### src/rtl/cst_pkg.sv
// Shared constants, types and helper functions for the settle timer block
package cst_pkg;

  // ==========================================================
  // Sizes
  localparam int NCH = 4;
  localparam int CODE_W = 16;
  localparam int DIV_W = 10;
  localparam int CYC_W = 20;

  // ==========================================================
  // Register word indices, byte address is four times the index
  localparam logic [5:0] CH3_FREQUENCY_OFFSET_IDX = 6'h0f;
  localparam logic [5:0] CH0_SETTLE_INTERVAL_IDX = 6'h10;
  localparam logic [5:0] CH1_SETTLE_INTERVAL_IDX = 6'h11;
  localparam logic [5:0] CH2_SETTLE_INTERVAL_IDX = 6'h12;
  localparam logic [5:0] CH3_SETTLE_INTERVAL_IDX = 6'h13;
  localparam logic [5:0] CH0_REF_DIVIDER_IDX = 6'h14;
  localparam logic [5:0] EVENT_STATUS_IDX = 6'h18;
  localparam logic [5:0] EVENT_MASK_IDX = 6'h19;
  localparam logic [5:0] SETTLE_CTRL_IDX = 6'h1a;

  // ==========================================================
  // Field positions
  localparam int STAT_DONE_LSB = 0;
  localparam int STAT_AMP_LSB = 4;
  localparam int STAT_W = 8;
  localparam int CTRL_AMP_REPORT_BIT = 0;
  localparam int REF_DIV_LSB = 0;
  localparam int OFFSET_FRAC_BITS = 16;

  // ==========================================================
  // Reset values
  localparam logic [15:0] RST_FREQ_OFFSET = 16'h0000;
  localparam logic [15:0] RST_STABILISE = 16'h0000;
  localparam logic [9:0] RST_REF_DIVISOR = 10'h000;
  localparam logic [7:0] RST_EVENT_MASK = 8'h00;
  localparam logic RST_AMP_REPORT = 1'b0;

  // ==========================================================
  // Timing counts, in reference-clock cycles
  localparam logic [15:0] SHORT_CODE_MAX = 16'h0001;
  localparam logic [19:0] SHORT_SETTLE_CYC = 20'h00020;
  localparam int SETTLE_UNIT_SHIFT = 4;

  typedef enum logic {CST_IDLE, CST_SETTLE} cst_state_t;

  // Settling length in reference cycles for a programmed code
  function automatic logic [19:0] settle_cycles(input logic [15:0] code);
    if (code <= SHORT_CODE_MAX)
      return SHORT_SETTLE_CYC;
    return 20'(code) << SETTLE_UNIT_SHIFT;
  endfunction

  // Divider zero is reserved; run it as divide-by-one
  function automatic logic [9:0] div_eff(input logic [9:0] div);
    return (div == 10'h000) ? 10'h001 : div;
  endfunction

endpackage

### src/rtl/cst_ref_div.sv
// Reference clock divider producing one tick per reference period
`timescale 1ns/1ps
module cst_ref_div
  import cst_pkg::*;
(
  input wire logic clk_i,
  input wire logic reset_i,
  input wire logic ce_i,
  input wire logic restart_i,
  input wire logic run_i,
  input wire logic [9:0] div_i,
  output logic tick_o
);

  logic [9:0] cnt_q;

  // Phase restarts with each settling phase so the interval is exact
  assign tick_o = run_i && !restart_i && (cnt_q == div_eff(div_i) - 10'h001);

  always_ff @(posedge clk_i or posedge reset_i)
  begin
    if (reset_i)
      cnt_q <= 10'h000;
    else if (ce_i)
    begin
      if (restart_i || tick_o)
        cnt_q <= 10'h000;
      else if (run_i)
        cnt_q <= cnt_q + 10'h001;
    end
  end

  chk_tick_spacing: assert property (@(posedge clk_i) disable iff (reset_i)
    (ce_i && tick_o && div_eff(div_i) >= 10'h002) |=> !tick_o)
    else $error("reference tick repeated inside one divider period");

endmodule

### src/rtl/cst_settle_cnt.sv
// Per-channel settle interval counter
`timescale 1ns/1ps
module cst_settle_cnt
  import cst_pkg::*;
(
  input wire logic clk_i,
  input wire logic reset_i,
  input wire logic ce_i,
  input wire logic start_i,
  input wire logic tick_i,
  input wire logic [15:0] code_i,
  output logic busy_o,
  output logic done_o
);

  cst_state_t state_q;
  logic [19:0] remain_q;
  logic done_q;

  always_ff @(posedge clk_i or posedge reset_i)
  begin
    if (reset_i)
    begin
      state_q <= CST_IDLE;
      remain_q <= 20'h00000;
      done_q <= 1'b0;
    end
    else if (ce_i)
    begin
      done_q <= 1'b0;
      if (start_i)
      begin
        // A new start during settling restarts the interval
        remain_q <= settle_cycles(code_i);
        state_q <= CST_SETTLE;
      end
      else
      begin
        unique case (state_q)
          CST_IDLE:
          begin
          end
          CST_SETTLE:
          begin
            if (tick_i)
            begin
              remain_q <= remain_q - 20'h00001;
              if (remain_q == 20'h00001)
              begin
                state_q <= CST_IDLE;
                done_q <= 1'b1;
              end
            end
          end
        endcase
      end
    end
  end

  assign busy_o = (state_q == CST_SETTLE);
  assign done_o = done_q;

  chk_load_count: assert property (@(posedge clk_i) disable iff (reset_i)
    (ce_i && start_i) |=> (busy_o && remain_q == settle_cycles($past(code_i))))
    else $error("settle count not loaded at start of settling");

endmodule

### src/rtl/cst_top.sv
// Settle timer, frequency offset register and Wishbone slave, four channels
//
// Behaviour
// - Channel 3 offset value is a fraction of 2^16 of channel 3 reference.
// - Each conversion waits for its channel's programmed settle interval first.
// - Codes 0x0000 and 0x0001 give exactly 32 reference cycles of settling.
// - Codes 0x0002 to 0xFFFF settle for sixteen reference cycles per unit.
// - Unsettled amplitude at conversion start flags error when reporting enabled.
// - Reference clock is input clock over channel divider; zero is reserved.
`timescale 1ns/1ps
module cst_top
  import cst_pkg::*;
(
  input wire logic clk_i,
  input wire logic reset_i,
  input wire logic ce_i,
  input wire logic wb_cyc_i,
  input wire logic wb_stb_i,
  input wire logic wb_we_i,
  input wire logic [7:0] wb_adr_i,
  input wire logic [3:0] wb_sel_i,
  input wire logic [31:0] wb_dat_i,
  output logic [31:0] wb_dat_o,
  output logic wb_ack_o,
  input wire logic [3:0] settle_start_i,
  input wire logic [3:0] amp_settled_i,
  output logic [3:0] conv_start_o,
  output logic [3:0] settling_o,
  output logic [15:0] ch3_freq_shift_value_o,
  output logic irq_o
);

  // ==========================================================
  // Helpers
  function automatic logic [15:0] merge16(input logic [15:0] old,
                                          input logic [31:0] dat,
                                          input logic [3:0] sel);
    logic [15:0] res;
    res = old;
    if (sel[0])
      res[7:0] = dat[7:0];
    if (sel[1])
      res[15:8] = dat[15:8];
    return res;
  endfunction

  // ==========================================================
  // Register state
  logic [15:0] ch3_freq_shift_value_q;
  logic [15:0] stabilise_count_q [NCH];
  logic [9:0] reference_divisor_q [NCH];
  logic [STAT_W-1:0] status_q;
  logic [STAT_W-1:0] mask_q;
  logic amp_report_q;
  logic ack_q;
  logic [31:0] rdata_q;
  logic [31:0] rdata_d;
  logic irq_q;

  logic [5:0] idx;
  logic access;
  logic wr;

  assign idx = wb_adr_i[7:2];
  assign access = wb_cyc_i && wb_stb_i && !ack_q;
  assign wr = access && wb_we_i;

  // ==========================================================
  // Amplitude-settled pins, three stages, filtered on agreement
  logic [3:0] amp_s1_q;
  logic [3:0] amp_s2_q;
  logic [3:0] amp_s3_q;
  logic [3:0] amp_ok_q;

  always_ff @(posedge clk_i or posedge reset_i)
  begin
    if (reset_i)
    begin
      amp_s1_q <= 4'h0;
      amp_s2_q <= 4'h0;
      amp_s3_q <= 4'h0;
      amp_ok_q <= 4'h0;
    end
    else if (ce_i)
    begin
      amp_s1_q <= amp_settled_i;
      amp_s2_q <= amp_s1_q;
      amp_s3_q <= amp_s2_q;
      for (int c = 0; c < NCH; c++)
        if (amp_s2_q[c] == amp_s3_q[c])
          amp_ok_q[c] <= amp_s3_q[c];
    end
  end

  // ==========================================================
  // Channel timers
  logic [3:0] tick_w;
  logic [3:0] busy_w;
  logic [3:0] done_w;

  for (genvar g = 0; g < NCH; g++)
  begin : g_ch
    cst_ref_div u_div (
      .clk_i(clk_i),
      .reset_i(reset_i),
      .ce_i(ce_i),
      .restart_i(settle_start_i[g]),
      .run_i(busy_w[g]),
      .div_i(reference_divisor_q[g]),
      .tick_o(tick_w[g])
    );

    cst_settle_cnt u_cnt (
      .clk_i(clk_i),
      .reset_i(reset_i),
      .ce_i(ce_i),
      .start_i(settle_start_i[g]),
      .tick_i(tick_w[g]),
      .code_i(stabilise_count_q[g]),
      .busy_o(busy_w[g]),
      .done_o(done_w[g])
    );
  end

  // ==========================================================
  // Conversion start and amplitude check
  logic [3:0] amp_evt;

  // Amplitude is judged as the conversion is launched
  assign amp_evt = done_w & ~amp_ok_q & {NCH{amp_report_q}};

  always_ff @(posedge clk_i or posedge reset_i)
  begin
    if (reset_i)
    begin
      conv_start_o <= 4'h0;
      settling_o <= 4'h0;
    end
    else if (ce_i)
    begin
      conv_start_o <= done_w;
      settling_o <= busy_w;
    end
  end

  // ==========================================================
  // Software registers
  always_ff @(posedge clk_i or posedge reset_i)
  begin
    if (reset_i)
      ch3_freq_shift_value_q <= RST_FREQ_OFFSET;
    else if (ce_i && wr && idx == CH3_FREQUENCY_OFFSET_IDX)
      ch3_freq_shift_value_q <= merge16(ch3_freq_shift_value_q, wb_dat_i,
                                        wb_sel_i);
  end

  // Value is a fraction of 2^16 of the channel 3 reference frequency
  assign ch3_freq_shift_value_o = ch3_freq_shift_value_q;

  always_ff @(posedge clk_i or posedge reset_i)
  begin
    if (reset_i)
    begin
      for (int c = 0; c < NCH; c++)
        stabilise_count_q[c] <= RST_STABILISE;
    end
    else if (ce_i && wr)
    begin
      for (int c = 0; c < NCH; c++)
        if (idx == CH0_SETTLE_INTERVAL_IDX + 6'(c))
          stabilise_count_q[c] <= merge16(stabilise_count_q[c], wb_dat_i,
                                          wb_sel_i);
    end
  end

  logic [15:0] div_merge [NCH];

  always_comb
  begin
    for (int c = 0; c < NCH; c++)
      div_merge[c] = merge16({6'h00, reference_divisor_q[c]}, wb_dat_i,
                             wb_sel_i);
  end

  always_ff @(posedge clk_i or posedge reset_i)
  begin
    if (reset_i)
    begin
      for (int c = 0; c < NCH; c++)
        reference_divisor_q[c] <= RST_REF_DIVISOR;
    end
    else if (ce_i && wr)
    begin
      for (int c = 0; c < NCH; c++)
        if (idx == CH0_REF_DIVIDER_IDX + 6'(c))
          reference_divisor_q[c] <= div_merge[c][REF_DIV_LSB +: DIV_W];
    end
  end

  always_ff @(posedge clk_i or posedge reset_i)
  begin
    if (reset_i)
    begin
      mask_q <= RST_EVENT_MASK;
      amp_report_q <= RST_AMP_REPORT;
    end
    else if (ce_i && wr && wb_sel_i[0])
    begin
      if (idx == EVENT_MASK_IDX)
        mask_q <= wb_dat_i[STAT_W-1:0];
      if (idx == SETTLE_CTRL_IDX)
        amp_report_q <= wb_dat_i[CTRL_AMP_REPORT_BIT];
    end
  end

  // ==========================================================
  // Sticky events; a new event beats a clear in the same cycle
  logic [STAT_W-1:0] stat_set;
  logic [STAT_W-1:0] stat_clr;

  assign stat_set = {amp_evt, done_w};
  assign stat_clr = (wr && wb_sel_i[0] && idx == EVENT_STATUS_IDX) ?
                    wb_dat_i[STAT_W-1:0] : 8'h00;

  always_ff @(posedge clk_i or posedge reset_i)
  begin
    if (reset_i)
      status_q <= 8'h00;
    else if (ce_i)
      status_q <= (status_q & ~stat_clr) | stat_set;
  end

  always_ff @(posedge clk_i or posedge reset_i)
  begin
    if (reset_i)
      irq_q <= 1'b0;
    else if (ce_i)
      irq_q <= |(status_q & mask_q);
  end

  assign irq_o = irq_q;

  // ==========================================================
  // Bus read and acknowledge
  always_comb
  begin
    rdata_d = 32'h0000_0000;
    if (idx == CH3_FREQUENCY_OFFSET_IDX)
      rdata_d[15:0] = ch3_freq_shift_value_q;
    if (idx == EVENT_STATUS_IDX)
      rdata_d[STAT_W-1:0] = status_q;
    if (idx == EVENT_MASK_IDX)
      rdata_d[STAT_W-1:0] = mask_q;
    if (idx == SETTLE_CTRL_IDX)
      rdata_d[CTRL_AMP_REPORT_BIT] = amp_report_q;
    for (int c = 0; c < NCH; c++)
    begin
      if (idx == CH0_SETTLE_INTERVAL_IDX + 6'(c))
        rdata_d[15:0] = stabilise_count_q[c];
      if (idx == CH0_REF_DIVIDER_IDX + 6'(c))
        rdata_d[DIV_W-1:0] = reference_divisor_q[c];
    end
  end

  // Unmapped words are acknowledged, read zero and ignore writes
  always_ff @(posedge clk_i or posedge reset_i)
  begin
    if (reset_i)
    begin
      ack_q <= 1'b0;
      rdata_q <= 32'h0000_0000;
    end
    else if (ce_i)
    begin
      ack_q <= access;
      if (access && !wb_we_i)
        rdata_q <= rdata_d;
    end
  end

  assign wb_ack_o = ack_q;
  assign wb_dat_o = rdata_q;

  // ==========================================================
  // Checking helpers: measured and expected settle spans
  logic [31:0] meas_q [NCH];
  logic [31:0] exp_q [NCH];
  logic [15:0] code_cap_q [NCH];
  logic [9:0] div_cap_q [NCH];

  always_ff @(posedge clk_i or posedge reset_i)
  begin
    if (reset_i)
    begin
      for (int c = 0; c < NCH; c++)
      begin
        meas_q[c] <= 32'h0000_0000;
        exp_q[c] <= 32'h0000_0000;
        code_cap_q[c] <= 16'h0000;
        div_cap_q[c] <= 10'h000;
      end
    end
    else if (ce_i)
    begin
      for (int c = 0; c < NCH; c++)
      begin
        if (settle_start_i[c])
        begin
          meas_q[c] <= 32'h0000_0000;
          exp_q[c] <= 32'(settle_cycles(stabilise_count_q[c])) *
                      32'(div_eff(reference_divisor_q[c]));
          code_cap_q[c] <= stabilise_count_q[c];
          div_cap_q[c] <= div_eff(reference_divisor_q[c]);
        end
        else
          meas_q[c] <= meas_q[c] + 32'h0000_0001;
      end
    end
  end

  for (genvar g = 0; g < NCH; g++)
  begin : g_chk
    chk_settle_span: assert property (@(posedge clk_i)
      disable iff (reset_i)
      done_w[g] |-> meas_q[g] == exp_q[g])
      else $error("settle interval length wrong");

    chk_short_code: assert property (@(posedge clk_i)
      disable iff (reset_i)
      (done_w[g] && code_cap_q[g] <= SHORT_CODE_MAX) |->
        meas_q[g] == 32'(div_cap_q[g]) * 32'h0000_0020)
      else $error("short code did not settle for 32 reference cycles");

    chk_long_code: assert property (@(posedge clk_i)
      disable iff (reset_i)
      (done_w[g] && code_cap_q[g] > SHORT_CODE_MAX) |->
        meas_q[g] == 32'(div_cap_q[g]) * {12'h000, code_cap_q[g], 4'h0})
      else $error("long code not sixteen cycles per unit");

    chk_start_follow: assert property (@(posedge clk_i)
      disable iff (reset_i || !ce_i)
      done_w[g] |=> conv_start_o[g] ##1 !conv_start_o[g])
      else $error("conversion start not a single pulse after settling");

    chk_amp_error: assert property (@(posedge clk_i)
      disable iff (reset_i || !ce_i)
      (done_w[g] && !amp_ok_q[g] && amp_report_q) |=>
        status_q[STAT_AMP_LSB + g] && conv_start_o[g])
      else $error("amplitude error not flagged at conversion start");

    chk_amp_quiet: assert property (@(posedge clk_i)
      disable iff (reset_i || !ce_i)
      (!status_q[STAT_AMP_LSB + g] && !(done_w[g] && amp_report_q)) |=>
        !status_q[STAT_AMP_LSB + g])
      else $error("amplitude error set while not reportable");
  end

  chk_offset_write: assert property (@(posedge clk_i)
    disable iff (reset_i || !ce_i)
    (wr && idx == CH3_FREQUENCY_OFFSET_IDX && wb_sel_i[1:0] == 2'b11) |=>
      ch3_freq_shift_value_o == $past(wb_dat_i[15:0]))
    else $error("offset register did not take written value");

  chk_irq_level: assert property (@(posedge clk_i)
    disable iff (reset_i || !ce_i)
    ##1 irq_o == $past(|(status_q & mask_q)))
    else $error("interrupt does not follow masked status");

endmodule

### config.mk
export PLATFORM = sky130hd
export DESIGN_NAME = cst_top
export DESIGN_NICKNAME = d
export VERILOG_FILES = /design/src/rtl/cst_pkg.sv /design/src/rtl/cst_ref_div.sv /design/src/rtl/cst_settle_cnt.sv /design/src/rtl/cst_top.sv
export SDC_FILE = /design/constraint.sdc
export NUM_CORES = 1
export LEC_CHECK = 0
export BUFFER_PORTS_ARGS = -buffer_cell sky130_fd_sc_hd__buf_4
export CAP_MARGIN = 10
export CELL_PAD_IN_SITES_DETAIL_PLACEMENT = 1
export CELL_PAD_IN_SITES_GLOBAL_PLACEMENT = 1
export CORE_MARGIN = 4
export CORE_UTILIZATION = 52
export CTS_CLUSTER_DIAMETER = 100
export DETAILED_ROUTE_END_ITERATION = 16
export PLACE_DENSITY_LB_ADDON = 0.1
export SETUP_SLACK_MARGIN = 0.5
export SYNTH_ARGS = -nofsm -noshare
export SYNTH_HDL_FRONTEND = slang
export SYNTH_SLANG_ARGS = --single-unit
### constraint.sdc
create_clock -name clk_i -period 24.2 [get_ports clk_i]
set_clock_uncertainty 0.2 [all_clocks]
set_input_delay 7.26 -clock clk_i [delete_from_list [all_inputs] [get_ports clk_i]]
set_output_delay 7.26 -clock clk_i [all_outputs]
set_load 0.03 [all_outputs]
* Word level (Yosys, flattened, before mapping)
Cells that the tools add are included.
Widths: inputs -> output; s select.
** Cells by class
- Multiplexer cells :: 89
- Add/sub/neg operators :: 12
- Reductions and logical operators :: 77
- Bitwise logic cells :: 7
- $lt $le $gt $ge :: 4
- Equal/unequal tests :: 24
** Operators by type and width (number)
- $mux 20 :: 20
- $mux 10 :: 16
- $eq 20x1->1 const B :: 4
- $mux 16 :: 5
- $sub 20x1->20 const B :: 4
- $eq 6x5->1 const B :: 11
- $le 16x1->1 const B :: 4
- $reduce_and 3->1 :: 20
- $mux 1 :: 45
- $add 10x1->10 const B :: 4
- $eq 10x10->1 :: 4
- $logic_not 10->1 :: 4
- $sub 10x1->10 const B :: 4
- $reduce_and 2->1 :: 13
- $mux 8 :: 3
- $reduce_bool 2->1 :: 12
- $logic_and 1x1->1 :: 17
- $and 8x8->8 :: 2
- $and 4x4->4 :: 2
- $not 8->8 :: 1
- $or 8x8->8 :: 1
- $reduce_or 8->1 :: 1
- $eq 6x4->1 const B :: 1
- $logic_not 1->1 :: 6
- other kinds (3) :: 9
** Word-level totals
- Register bits after elaboration :: 307
- Output and inout bits :: 58

* Longest topological paths before layout
Gate-level depths: netlist of the first run.
- Depth in word-level cells :: 13
- Gate-level depth with buffers :: 13
- Depth with buffers taken out :: 11

* By module
Synthesis of the first run repeated with hierarchy kept, for this count alone.
** Second synthesis, totals
- Cells, all modules :: 1772
- Area total of the unflattened synthesis :: 17800.8 um^2
** By module, submodules not included
- cst_top :: times used 1, area each 8146.6 um^2, cells an instance 640
- cst_settle_cnt (g_ch[0].u_cnt ...) :: times used 3, area each 1491.4 um^2, cells an instance 178
- cst_ref_div :: times used 4, area each 919.6 um^2, cells an instance 104
- cst_settle_cnt (g_ch[3].u_cnt) :: times used 1, area each 1501.4 um^2, cells an instance 182

* Worst setup path before layout of the first run
OpenSTA, ideal clock, no wires.
- Path type :: input-to-reg
- From :: input port settle_start_i[1]
- To :: register g_ch[1].u_cnt.remain_q[9]
- Stages :: 7
- Path buffers :: 0
- Data required time :: 23.880 ns
- Path slack :: 14.478 ns
- Arrival :: 9.402 ns
- Library setup time :: 0.120 ns
- Cells stage by stage :: inv_1 o2111ai_1 or4_1 nor4_2 nand4_1 or4_1 a31o_2
** On the way
- Cells in the longest elaborated chain, start to end :: 5
** RTL lines
- from (decl) :: RTL line cst_top.sv:25 : input wire logic [3:0] settle_start_i,
- $logic_not 1->1 :: RTL line cst_ref_div.sv:18 : assign tick_o = run_i && !restart_i && (cnt_q == div_eff(div_i) - 10'h001);
- $logic_and 1x1->1 (2 in series) :: RTL line cst_ref_div.sv:18
- $reduce_bool 2->1 (no source line)
- $reduce_and 3->1 (no source line)
- to (signal assigned) :: RTL line cst_settle_cnt.sv:34 : remain_q <= settle_cycles(code_i);
- to (signal assigned) :: RTL line cst_settle_cnt.sv:47 : remain_q <= remain_q - 20'h00001;
- to (decl) :: RTL line cst_settle_cnt.sv:17 : logic [19:0] remain_q;
Parallel ways exist; a longest one is shown, timed or not.
A chain may end at the register's enable or synchronous reset.

* Final worst setup path of the first run
Same ends and word-level chain as after synthesis.

==> results_dict.tcl, run 1 <==
set metrics [dict create \
    place_congestion 0.894 \
    hp-start "settling_o[0]" \
    root_buffer "clkbuf_16" \
    vias_per_cell 6.64 \
    r2r_start "reference_divisor_q[23]" \
    synth_cell_types 82 \
    grt_pass1_vias 15600 \
    cp.arrival_ns 11.32 \
    wl_per_cell_um 25.1 \
    multi_input_area_mm2 0.00870 \
    seq_area_frac_synth 0.453 \
    max_cap_viol_count 0 \
    wl_um 56600 \
    h-tree-depth 2 \
    finalCritPeriodShare 0.459 \
    avgSynthCellArea_um2 9.67 \
    synth-main-ff-cell "dfrtp_1" \
    path_clk_slew_ns 0.06 \
    power.leakage_nw 8.36 \
    nNetsFinal 1870 \
    min_to "settling_o[0]" \
    final_core_util 0.597 \
    firstDrtPassIters 9 \
    worst_setup_path_end_kind "register" \
    status "finished, final reports clean" \
    synth_edf_count 0 \
    setup_viol 0 \
    worstSetupPathType "primary input to register" \
    worst-path-buf-inv 2 \
    finalSetupTns_ns 0 \
    crit_chain "buf_4 > inv_1 > o2111ai_1 > or4_1 > nor4_2 > nand4_1 > or4_1 > a31o_2" \
    crit_slowest_cell "nand4_1" \
    grt_pass1_wl_um 90000 \
    cts_buffer_depth 3 \
    power_density_mw_per_mm2 75.1 \
    start_util 0.532 \
    max_slew.worst_pin.slew_ns 1.25 \
    clk_latency_ns 0.52 \
    ys_warn_count 0 \
    reg2reg_depth 11 \
    fin_hold_ws_ns 0.285 \
    numCtsBuffers 35 \
    final_cell_mix "dfrtp_1 (307), nand2_1 (170), nor2_1 (147)" \
    cpMostUsedCell "or4_1" \
    ir_worst_vdd_v 0.0000506 \
    antenna_found_initial 0 \
    rsz0062_at_grt "no" \
    drive_gt1_frac 0.174 \
    syn_to_final_growth_pct 12.3 \
    critPathMaxFanout 25 \
    critPathRequiredTime_ns 24.41 \
    netlist_instances 1755 \
    clock_sinks 307 \
    ys_ff_latch 307 \
    start_kind "primary input" \
    hold_violations 0 \
    seq_area_mm2 0.00768 \
    hp-class "register to register" \
    fmax_mhz 90.0 \
    ctsHoldBuffers 0 \
    report.final.slew_viol_count 0 \
    grt_usage 0.315 \
    die_h_um 189 \
    cts_tree "yes" \
    rrSetupSlack_ns 18.64 \
    grt_max_degree 187 \
    drt-initial-drc-count 1248 \
    grt_overflow 0 \
    max_slew_margin 0.157 \
    port_buffers 79 \
    vias 15000 \
    synth.cell_area_mm2 0.0170 \
    hold_depth 1 \
    core_mm2 0.0319 \
    post-route-min-period_ns 11.11 \
    drc 0 \
    cts_setup_buffers 0 \
    die_area_mm2 0.0356 \
    r2r_end "g_ch[1].u_cnt.remain_q[9]" \
    drtAntennaViolNets 0 \
    postSynth.asyncResetShare 1.00 \
    final_common_cell "dfrtp_1" \
    io_pins 116 \
    layout_setup_ws_ns 13.09 \
    fp-row-count 65 \
    crit_family "simple AND/OR/NAND/NOR gates" \
    die_x_um 189 \
    power_mw 1.43 \
    n_antenna_cell 0 \
    critPathMaxStageDelay_ns 0.97 \
    place_ws_ns 12.63 \
    fill_cells 3549 \
    hpwl_um 39500 \
    ctsResizeCount 0 \
]
registers in the layout, indices dropped and copies added, names as in the netlist, 8 cells and up:
| name | flops |
|---|---|
| ch3_freq_shift_value_o | 16 |
| g_ch.u_cnt.remain_q | 80 |
| g_ch.u_div.cnt_q | 40 |
| mask_q | 8 |
| reference_divisor_q | 40 |
| stabilise_count_q | 64 |
| status_q | 8 |
| wb_dat_o | 16 |
routing by layer:
metal / vias up / global-route usage / wire length, um
met5: - / 0 / 0
met4: 0 / 0.105 / 2060
met3: 142 / 0.0459 / 3460
met2: 543 / 0.513 / 26700
met1: 7715 / 0.436 / 24400
li1: 6573 / - / -
how the worst max path moves through the flow:
stage                                 start                          to  cells past startpoint
after floorplan                     reset_i                 amp_ok_q[0]                      1
after global placement    settle_start_i[1]   g_ch[1].u_cnt.remain_q[9]                      8
after detailed placement  settle_start_i[1]  g_ch[1].u_cnt.remain_q[18]                      8
after CTS                 settle_start_i[1]   g_ch[1].u_cnt.remain_q[9]                      8
after global routing      settle_start_i[1]   g_ch[1].u_cnt.remain_q[9]                      8
final                     settle_start_i[1]   g_ch[1].u_cnt.remain_q[9]                      8
metrics by stage:
stage | instances | area, um2
after global placement | 2194 | 17800
after floorplan | 1770 | 17000
after detailed placement | 2194 | 17800
after global routing | 2255 | 19000
final | 2255 | 19000
after CTS | 2255 | 19000
area by class of cell:
| type | instances | share of cell area |
|---|---|---|
| clock inverters | 14 | 0.0106 |
| inverters | 50 | 0.0102 |
| clock buffers | 47 | 0.0537 |
| multi-input cells | 1310 | 0.457 |
| flip-flops and latches | 307 | 0.403 |
| repair buffers | 92 | 0.0369 |
| well taps | 435 | 0.0286 |
where the power goes:
| part | leakage [nW] | internal (mW) | switching (mW) |
|---|---|---|---|
| clock | 0.598 | 0.350 | 0.220 |
| combinational | 3.69 | 0.0923 | 0.157 |
| sequential | 4.06 | 0.558 | 0.0534 |
logic make-up after synthesis:
kind of cell,share of synthesized area
multiplexers,0.107
adder cells (fa/ha/maj),0.0118
flip-flops,0.453
buffers and inverters,0.0381
AO/OA/AOI/OAI,0.154
other,0.000221
AND/OR/NAND/NOR,0.199
XOR/XNOR,0.0367
synth_stat cells (23+ instances only):
master    number  area share
dfrtp_1      307        0.45
nand2_1      170       0.038
nor2_1       147       0.033
mux2_2       141       0.094
o21ai_0       93       0.027
clkbuf_1      74       0.016
nand3_1       58       0.017
nor3_1        54       0.016
a21oi_1       52       0.015
inv_1         50       0.011
nor4_1        48       0.018
or3_1         43       0.016
xnor2_1       38       0.020
xor2_1        33       0.017
a22oi_1       31       0.014
or4_1         28       0.012
nand4_1       24      0.0089
mux2i_1       23       0.014
No activity file was read; power rests on OpenSTA's default activity.
==> run 2: changes to the inputs <==
--- a/config.mk
+++ b/config.mk
@@ -10,7 +10,7 @@
 export CELL_PAD_IN_SITES_DETAIL_PLACEMENT = 1
 export CELL_PAD_IN_SITES_GLOBAL_PLACEMENT = 1
 export CORE_MARGIN = 4
-export CORE_UTILIZATION = 52
+export CORE_UTILIZATION = 43
 export CTS_CLUSTER_DIAMETER = 100
 export DETAILED_ROUTE_END_ITERATION = 16
 export PLACE_DENSITY_LB_ADDON = 0.1
==> constraint.sdc (replaced) <==
create_clock -name clk_i -period 10.2 [get_ports clk_i]
set_clock_uncertainty 0.2 [all_clocks]
set_input_delay 3.06 -clock clk_i [delete_from_list [all_inputs] [get_ports clk_i]]
set_output_delay 3.06 -clock clk_i [all_outputs]
set_load 0.03 [all_outputs]
==> run 2 against run 1 <==
Effect of this change:
- clock power grew to 2.5 times the previous value
- setup slack got worse by 9.7 ns
- critical path depth unchanged
==> results_dict.tcl, run 2 (same netlist as run 1, synthesis figures left out) <==
set metrics [dict create \
    drive_gt1_frac 0.176 \
    hpwl_um 40600 \
    fmax_mhz 148 \
    cp.arrival_ns 7.01 \
    placedCellCount 2280 \
    final_common_cell "dfrtp_1" \
    max_slew.worst_pin.slew_ns 1.19 \
    vias_per_cell 6.23 \
    core_mm2 0.0388 \
    power_switching_mw 1.03 \
    cts_buffer_depth 3 \
    r2r_end "g_ch[1].u_cnt.remain_q[18]" \
    drc 0 \
    root_buffer "clkbuf_16" \
    h-tree-depth 2 \
    finalNonFillerCells 2346 \
    netSwitchingFraction 0.296 \
    hold_depth 1 \
    numCtsBuffers 37 \
    hp-start "settling_o[0]" \
    largest_register_ffs 80 \
    top_register "g_ch.u_cnt.remain_q" \
    start_util 0.437 \
    cts_tree "yes" \
    pwr-share-seq 0.416 \
    status "finished, final reports clean" \
    antenna_found_initial 3 \
    grt_usage 0.269 \
    grt_max_degree 170 \
    wl_um 57300 \
    drt-initial-drc-count 1242 \
    grt_overflow 0 \
    grt_pass1_wl_um 89700 \
    ctsResizeCount 0 \
    max_slew_margin 0.199 \
    io_pins 116 \
    wl_per_cell_um 24.4 \
    rsz0062_at_grt "no" \
    start_kind "primary input" \
    multi_input_area_mm2 0.00870 \
    firstDrtPassIters 5 \
    die_area_mm2 0.0427 \
    rrSetupSlack_ns 4.81 \
    syn_to_final_growth_pct 13.6 \
    finalSetupTns_ns 0 \
    max_cap_viol_count 0 \
    reg_top3 "g_ch.u_cnt.remain_q x80, stabilise_count_q x64" \
    finalCritPeriodShare 0.664 \
    reg2reg_depth 11 \
    hold_violations 0 \
    worstSetupPathType "primary input to register" \
    clk_latency_ns 0.55 \
    power.leakage_nw 8.42 \
    ir_worst_vdd_v 0.000139 \
    drtAntennaViolNets 0 \
    final_core_util 0.496 \
    clock_sinks 307 \
    min_to "settling_o[0]" \
    critPathMaxFanout 25 \
    place_congestion 0.895 \
    p_clk_frac 0.417 \
    nNetsFinal 1875 \
    internal-power_mw 2.46 \
    vias 14600 \
    setup_viol 0 \
    fill_cells 4321 \
    report.final.slew_viol_count 0 \
    final_cell_mix "dfrtp_1 (307), nand2_1 (170), nor2_1 (147)" \
    post-route-min-period_ns 6.77 \
    r2r_start "reference_divisor_q[23]" \
    hp-class "register to register" \
    grt_pass1_vias 15100 \
    fp-row-count 72 \
    port_buffers 79 \
    die_h_um 207 \
    seq_area_mm2 0.00768 \
    power_density_mw_per_mm2 181 \
    die_x_um 207 \
    power_frac_comb 0.168 \
    ctsHoldBuffers 0 \
    critPathRequiredTime_ns 10.44 \
    cts_setup_buffers 0 \
    worst_setup_path_end_kind "register" \
    path_clk_slew_ns 0.06 \
]
==> run 2: cell types whose count changed in the layout (fill, tap and decap cells not counted), moves of 2 or more <==
cell        before  now
buf_4           91   94
clkbuf_1         4    6
clkbuf_16       37   39
clkbuf_8         6    9
clkinv_2         6    4
clkinvlp_4       3    1
==> run 2: how the worst max path moves through the flow <==
| stage | from | end | slack [ns] | depth (start not counted) |
|---|---|---|---|---|
| final | settle_start_i[1] | g_ch[1].u_cnt.remain_q[18] | 3.43 | 8 |
| after global routing | settle_start_i[1] | g_ch[1].u_cnt.remain_q[18] | 3.11 | 8 |
| after CTS | settle_start_i[1] | g_ch[1].u_cnt.remain_q[18] | 3.47 | 8 |
| after floorplan | reset_i | amp_ok_q[0] | 2.86 | 1 |
| after global placement | settle_start_i[1] | g_ch[1].u_cnt.remain_q[18] | 2.96 | 8 |
| after detailed placement | settle_start_i[1] | g_ch[1].u_cnt.remain_q[18] | 2.87 | 8 |
==> run 2: worst max-delay path, stage by stage <==
cell and delay, ns:
buf_4 0.20, inv_1 0.40, o2111ai_1 0.19, or4_1 0.57
nor4_2 0.53, nand4_1 0.98, or4_1 0.82, a31o_2 0.26
==> run 2: cell type report <==
class,count,share of cell area
clock inverters,11,0.0108
clock buffers,54,0.0582
flip-flops and latches,307,0.399
multi-input cells,1310,0.451
well taps,518,0.0336
repair buffers,95,0.0376
diodes,1,0.000130
inverters,50,0.00993
==> run 2: stage by stage <==
stage / power (mW) / cell area (um2) / setup WS, ns / hold WS, ns
6_report: 3.49 / 19300 / 3.43 / 0.283
5_1_grt: 3.66 / 19300 / 3.11 / 0.312
4_1_cts: 3.52 / 19300 / 3.47 / 0.289
3_5_place_dp: 2.05 / 17900 / 2.87 / 0.277
3_3_place_gp: 2.02 / 17900 / 2.96 / 0.265
2_1_floorplan: 1.85 / 17000 / 2.86 / 0.257
==> run 2: layer usage <==
layer	up-vias	share of wire	GRT usage
met2	410	0.46	0.421
met1	7538	0.46	0.387
li1	6559	-	-
met4	4	0.024	0.0739
met5	-	0.00059	0.00806
met3	99	0.059	0.0444
==> run 2: power by group through the flow <==
stage	clock, mW	sequential, mW	combinational (mW)
floorplan	0	1.44	0.416
global placement	0	1.46	0.559
detailed placement	0	1.47	0.581
CTS	1.49	1.45	0.584
global route	1.54	1.47	0.654
finish	1.45	1.45	0.585
==> run 3: changes to the inputs <==
--- a/config.mk
+++ b/config.mk
@@ -10,7 +10,7 @@
 export CELL_PAD_IN_SITES_DETAIL_PLACEMENT = 1
 export CELL_PAD_IN_SITES_GLOBAL_PLACEMENT = 1
 export CORE_MARGIN = 4
-export CORE_UTILIZATION = 43
+export CORE_UTILIZATION = 48
 export CTS_CLUSTER_DIAMETER = 100
 export DETAILED_ROUTE_END_ITERATION = 16
 export PLACE_DENSITY_LB_ADDON = 0.1
==> constraint.sdc (replaced) <==
create_clock -name clk_i -period 7 [get_ports clk_i]
set_clock_uncertainty 0.2 [all_clocks]
set_input_delay 2.1 -clock clk_i [delete_from_list [all_inputs] [get_ports clk_i]]
set_output_delay 2.1 -clock clk_i [all_outputs]
set_load 0.03 [all_outputs]
==> run 3 against run 2 <==
Effect of this change:
- global-route usage rose by 2.5 points
- via count rose by 1.2%
- sequential share of layout area increased by 0.43 points
- largest power group unchanged
- sequential power up 46%
- die area is 10% lower
- final cell count is 2.6% lower
==> results_dict.tcl, run 3 (same netlist as run 1, synthesis figures left out) <==
set metrics [dict create \
    core_mm2 0.0347 \
    critPathLaunch "settle_start_i[1]" \
    ctsResizeCount 0 \
    worstSetupPathType "primary input to register" \
    grt.busiest_layer "met2" \
    syn_to_final_growth_pct 12.4 \
    grt_pass1_wl_um 90100 \
    fill_cells 3873 \
    antenna_found_initial 1 \
    placed_cell_area_mm2 0.0179 \
    path_clk_slew_ns 0.06 \
    hp-start "settling_o[0]" \
    max_cap_viol_count 0 \
    io_pins 116 \
    largest_register_ffs 80 \
    drt-initial-drc-count 1006 \
    r2r_start "reference_divisor_q[23]" \
    grt_use_met1 0.418 \
    place_congestion 0.892 \
    grt_max_degree 141 \
    wl_per_cell_um 24.9 \
    grt_usage 0.293 \
    finalSetupTns_ns 0 \
    vias 14800 \
    finalCritPeriodShare 0.741 \
    final_cell_mix "dfrtp_1 (307), nand2_1 (170), nor2_1 (147)" \
    cts_buffer_depth 3 \
    clock_sinks 307 \
    grt_overflow 0 \
    wl_um 56800 \
    status "finished, final reports clean" \
    final_common_cell "dfrtp_1" \
    drc 0 \
    vias_per_cell 6.47 \
    cp.arrival_ns 5.41 \
    root_buffer "clkbuf_16" \
    reg_top3 "g_ch.u_cnt.remain_q x80, stabilise_count_q x64" \
    cts_setup_buffers 0 \
    clk_latency_ns 0.53 \
    hold_violations 0 \
    port_buffers 79 \
    max_slew.worst_pin.slew_ns 1.08 \
    die_x_um 196 \
    nNetsFinal 1876 \
    drtAntennaViolNets 0 \
    fmax_mhz 193 \
    firstDrtPassIters 5 \
    ctsHoldBuffers 0 \
    fp-row-count 68 \
    top_register "g_ch.u_cnt.remain_q" \
    report.final.slew_viol_count 0 \
    rsz0062_at_grt "no" \
    post-route-min-period_ns 5.19 \
    die_area_mm2 0.0384 \
    hp-class "register to register" \
    die_h_um 196 \
    critPathRequiredTime_ns 7.22 \
    ir_worst_vdd_v 0.000158 \
    grt_util_met3 0.0398 \
    critPathMaxFanout 24 \
    power_density_mw_per_mm2 255 \
    power.leakage_nw 8.36 \
    max_slew_margin 0.273 \
    grt_pass1_vias 15300 \
    start_util 0.489 \
    start_kind "primary input" \
    hpwl_um 39500 \
    h-tree-depth 2 \
    setup_viol 0 \
    met2_usage 0.469 \
    worst_setup_path_end_kind "register" \
    numCtsBuffers 36 \
    cts_tree "yes" \
    final_cell_area_mm2 0.0191 \
    drive_gt1_frac 0.176 \
]
==> run 3: per-layer routing <==
layer	wire length [um]	vias up	part of all wire
li1	-	6601	-
met1	25100	7635	0.44
met2	26800	446	0.47
met3	3130	100	0.055
met4	1810	2	0.032
met5	7	-	0.00012
==> run 3: power by group <==
group | switching, mW | internal, mW
Sequential | 0.185 | 1.93
Clock | 0.779 | 1.11
Combinational | 0.540 | 0.320
==> run 3: final timing paths <==
path / end / slack (ns) / cells past startpoint
min in group asynchronous: g_ch[2].u_cnt.remain_q[14] / 1.45 / 2
min reg2reg: settling_o[0] / 0.30 / 1
min: settling_o[0] / 0.30 / 1
max reg2reg: g_ch[1].u_cnt.remain_q[18] / 2.26 / 12
max in group asynchronous: stabilise_count_q[51] / 3.93 / 3
max: g_ch[1].u_cnt.remain_q[18] / 1.81 / 9
==> run 3: through the flow <==
stage           util  instances  total power [mW]  hold slack, ns  worst slack [ns]
6_report       0.549       2285              4.87           0.297              1.81
5_1_grt        0.549       2284              5.09           0.335              1.63
4_1_cts        0.549       2283              4.90           0.304              1.85
3_5_place_dp   0.515       2218              2.98           0.270              1.35
3_3_place_gp   0.515       2218              2.94           0.266              1.45
2_1_floorplan      -       1770              2.70           0.257             0.615
==> run 3: final cells by class <==
| cell class | count | area, um2 | share of cell area |
|---|---|---|---|
| timing repair buffer | 97 | 753 | 0.0395 |
| sequential | 307 | 7680 | 0.403 |
| multi-input combinational | 1310 | 8700 | 0.456 |
| antenna | 1 | 2.50 | 0.000131 |
| tap | 455 | 569 | 0.0299 |
| clock inverter | 14 | 136 | 0.00715 |
| clock buffer | 51 | 1040 | 0.0545 |
| inverter | 50 | 191 | 0.0100 |
==> run 3: worst max-delay path, stage by stage <==
cell       delay [ns]
buf_4            0.20
inv_1            0.44
o2111ai_1        0.23
or4_1            0.57
nor4_2           0.55
nand4_1          0.23
buf_4            0.29
or4_1            0.53
a31o_2           0.26
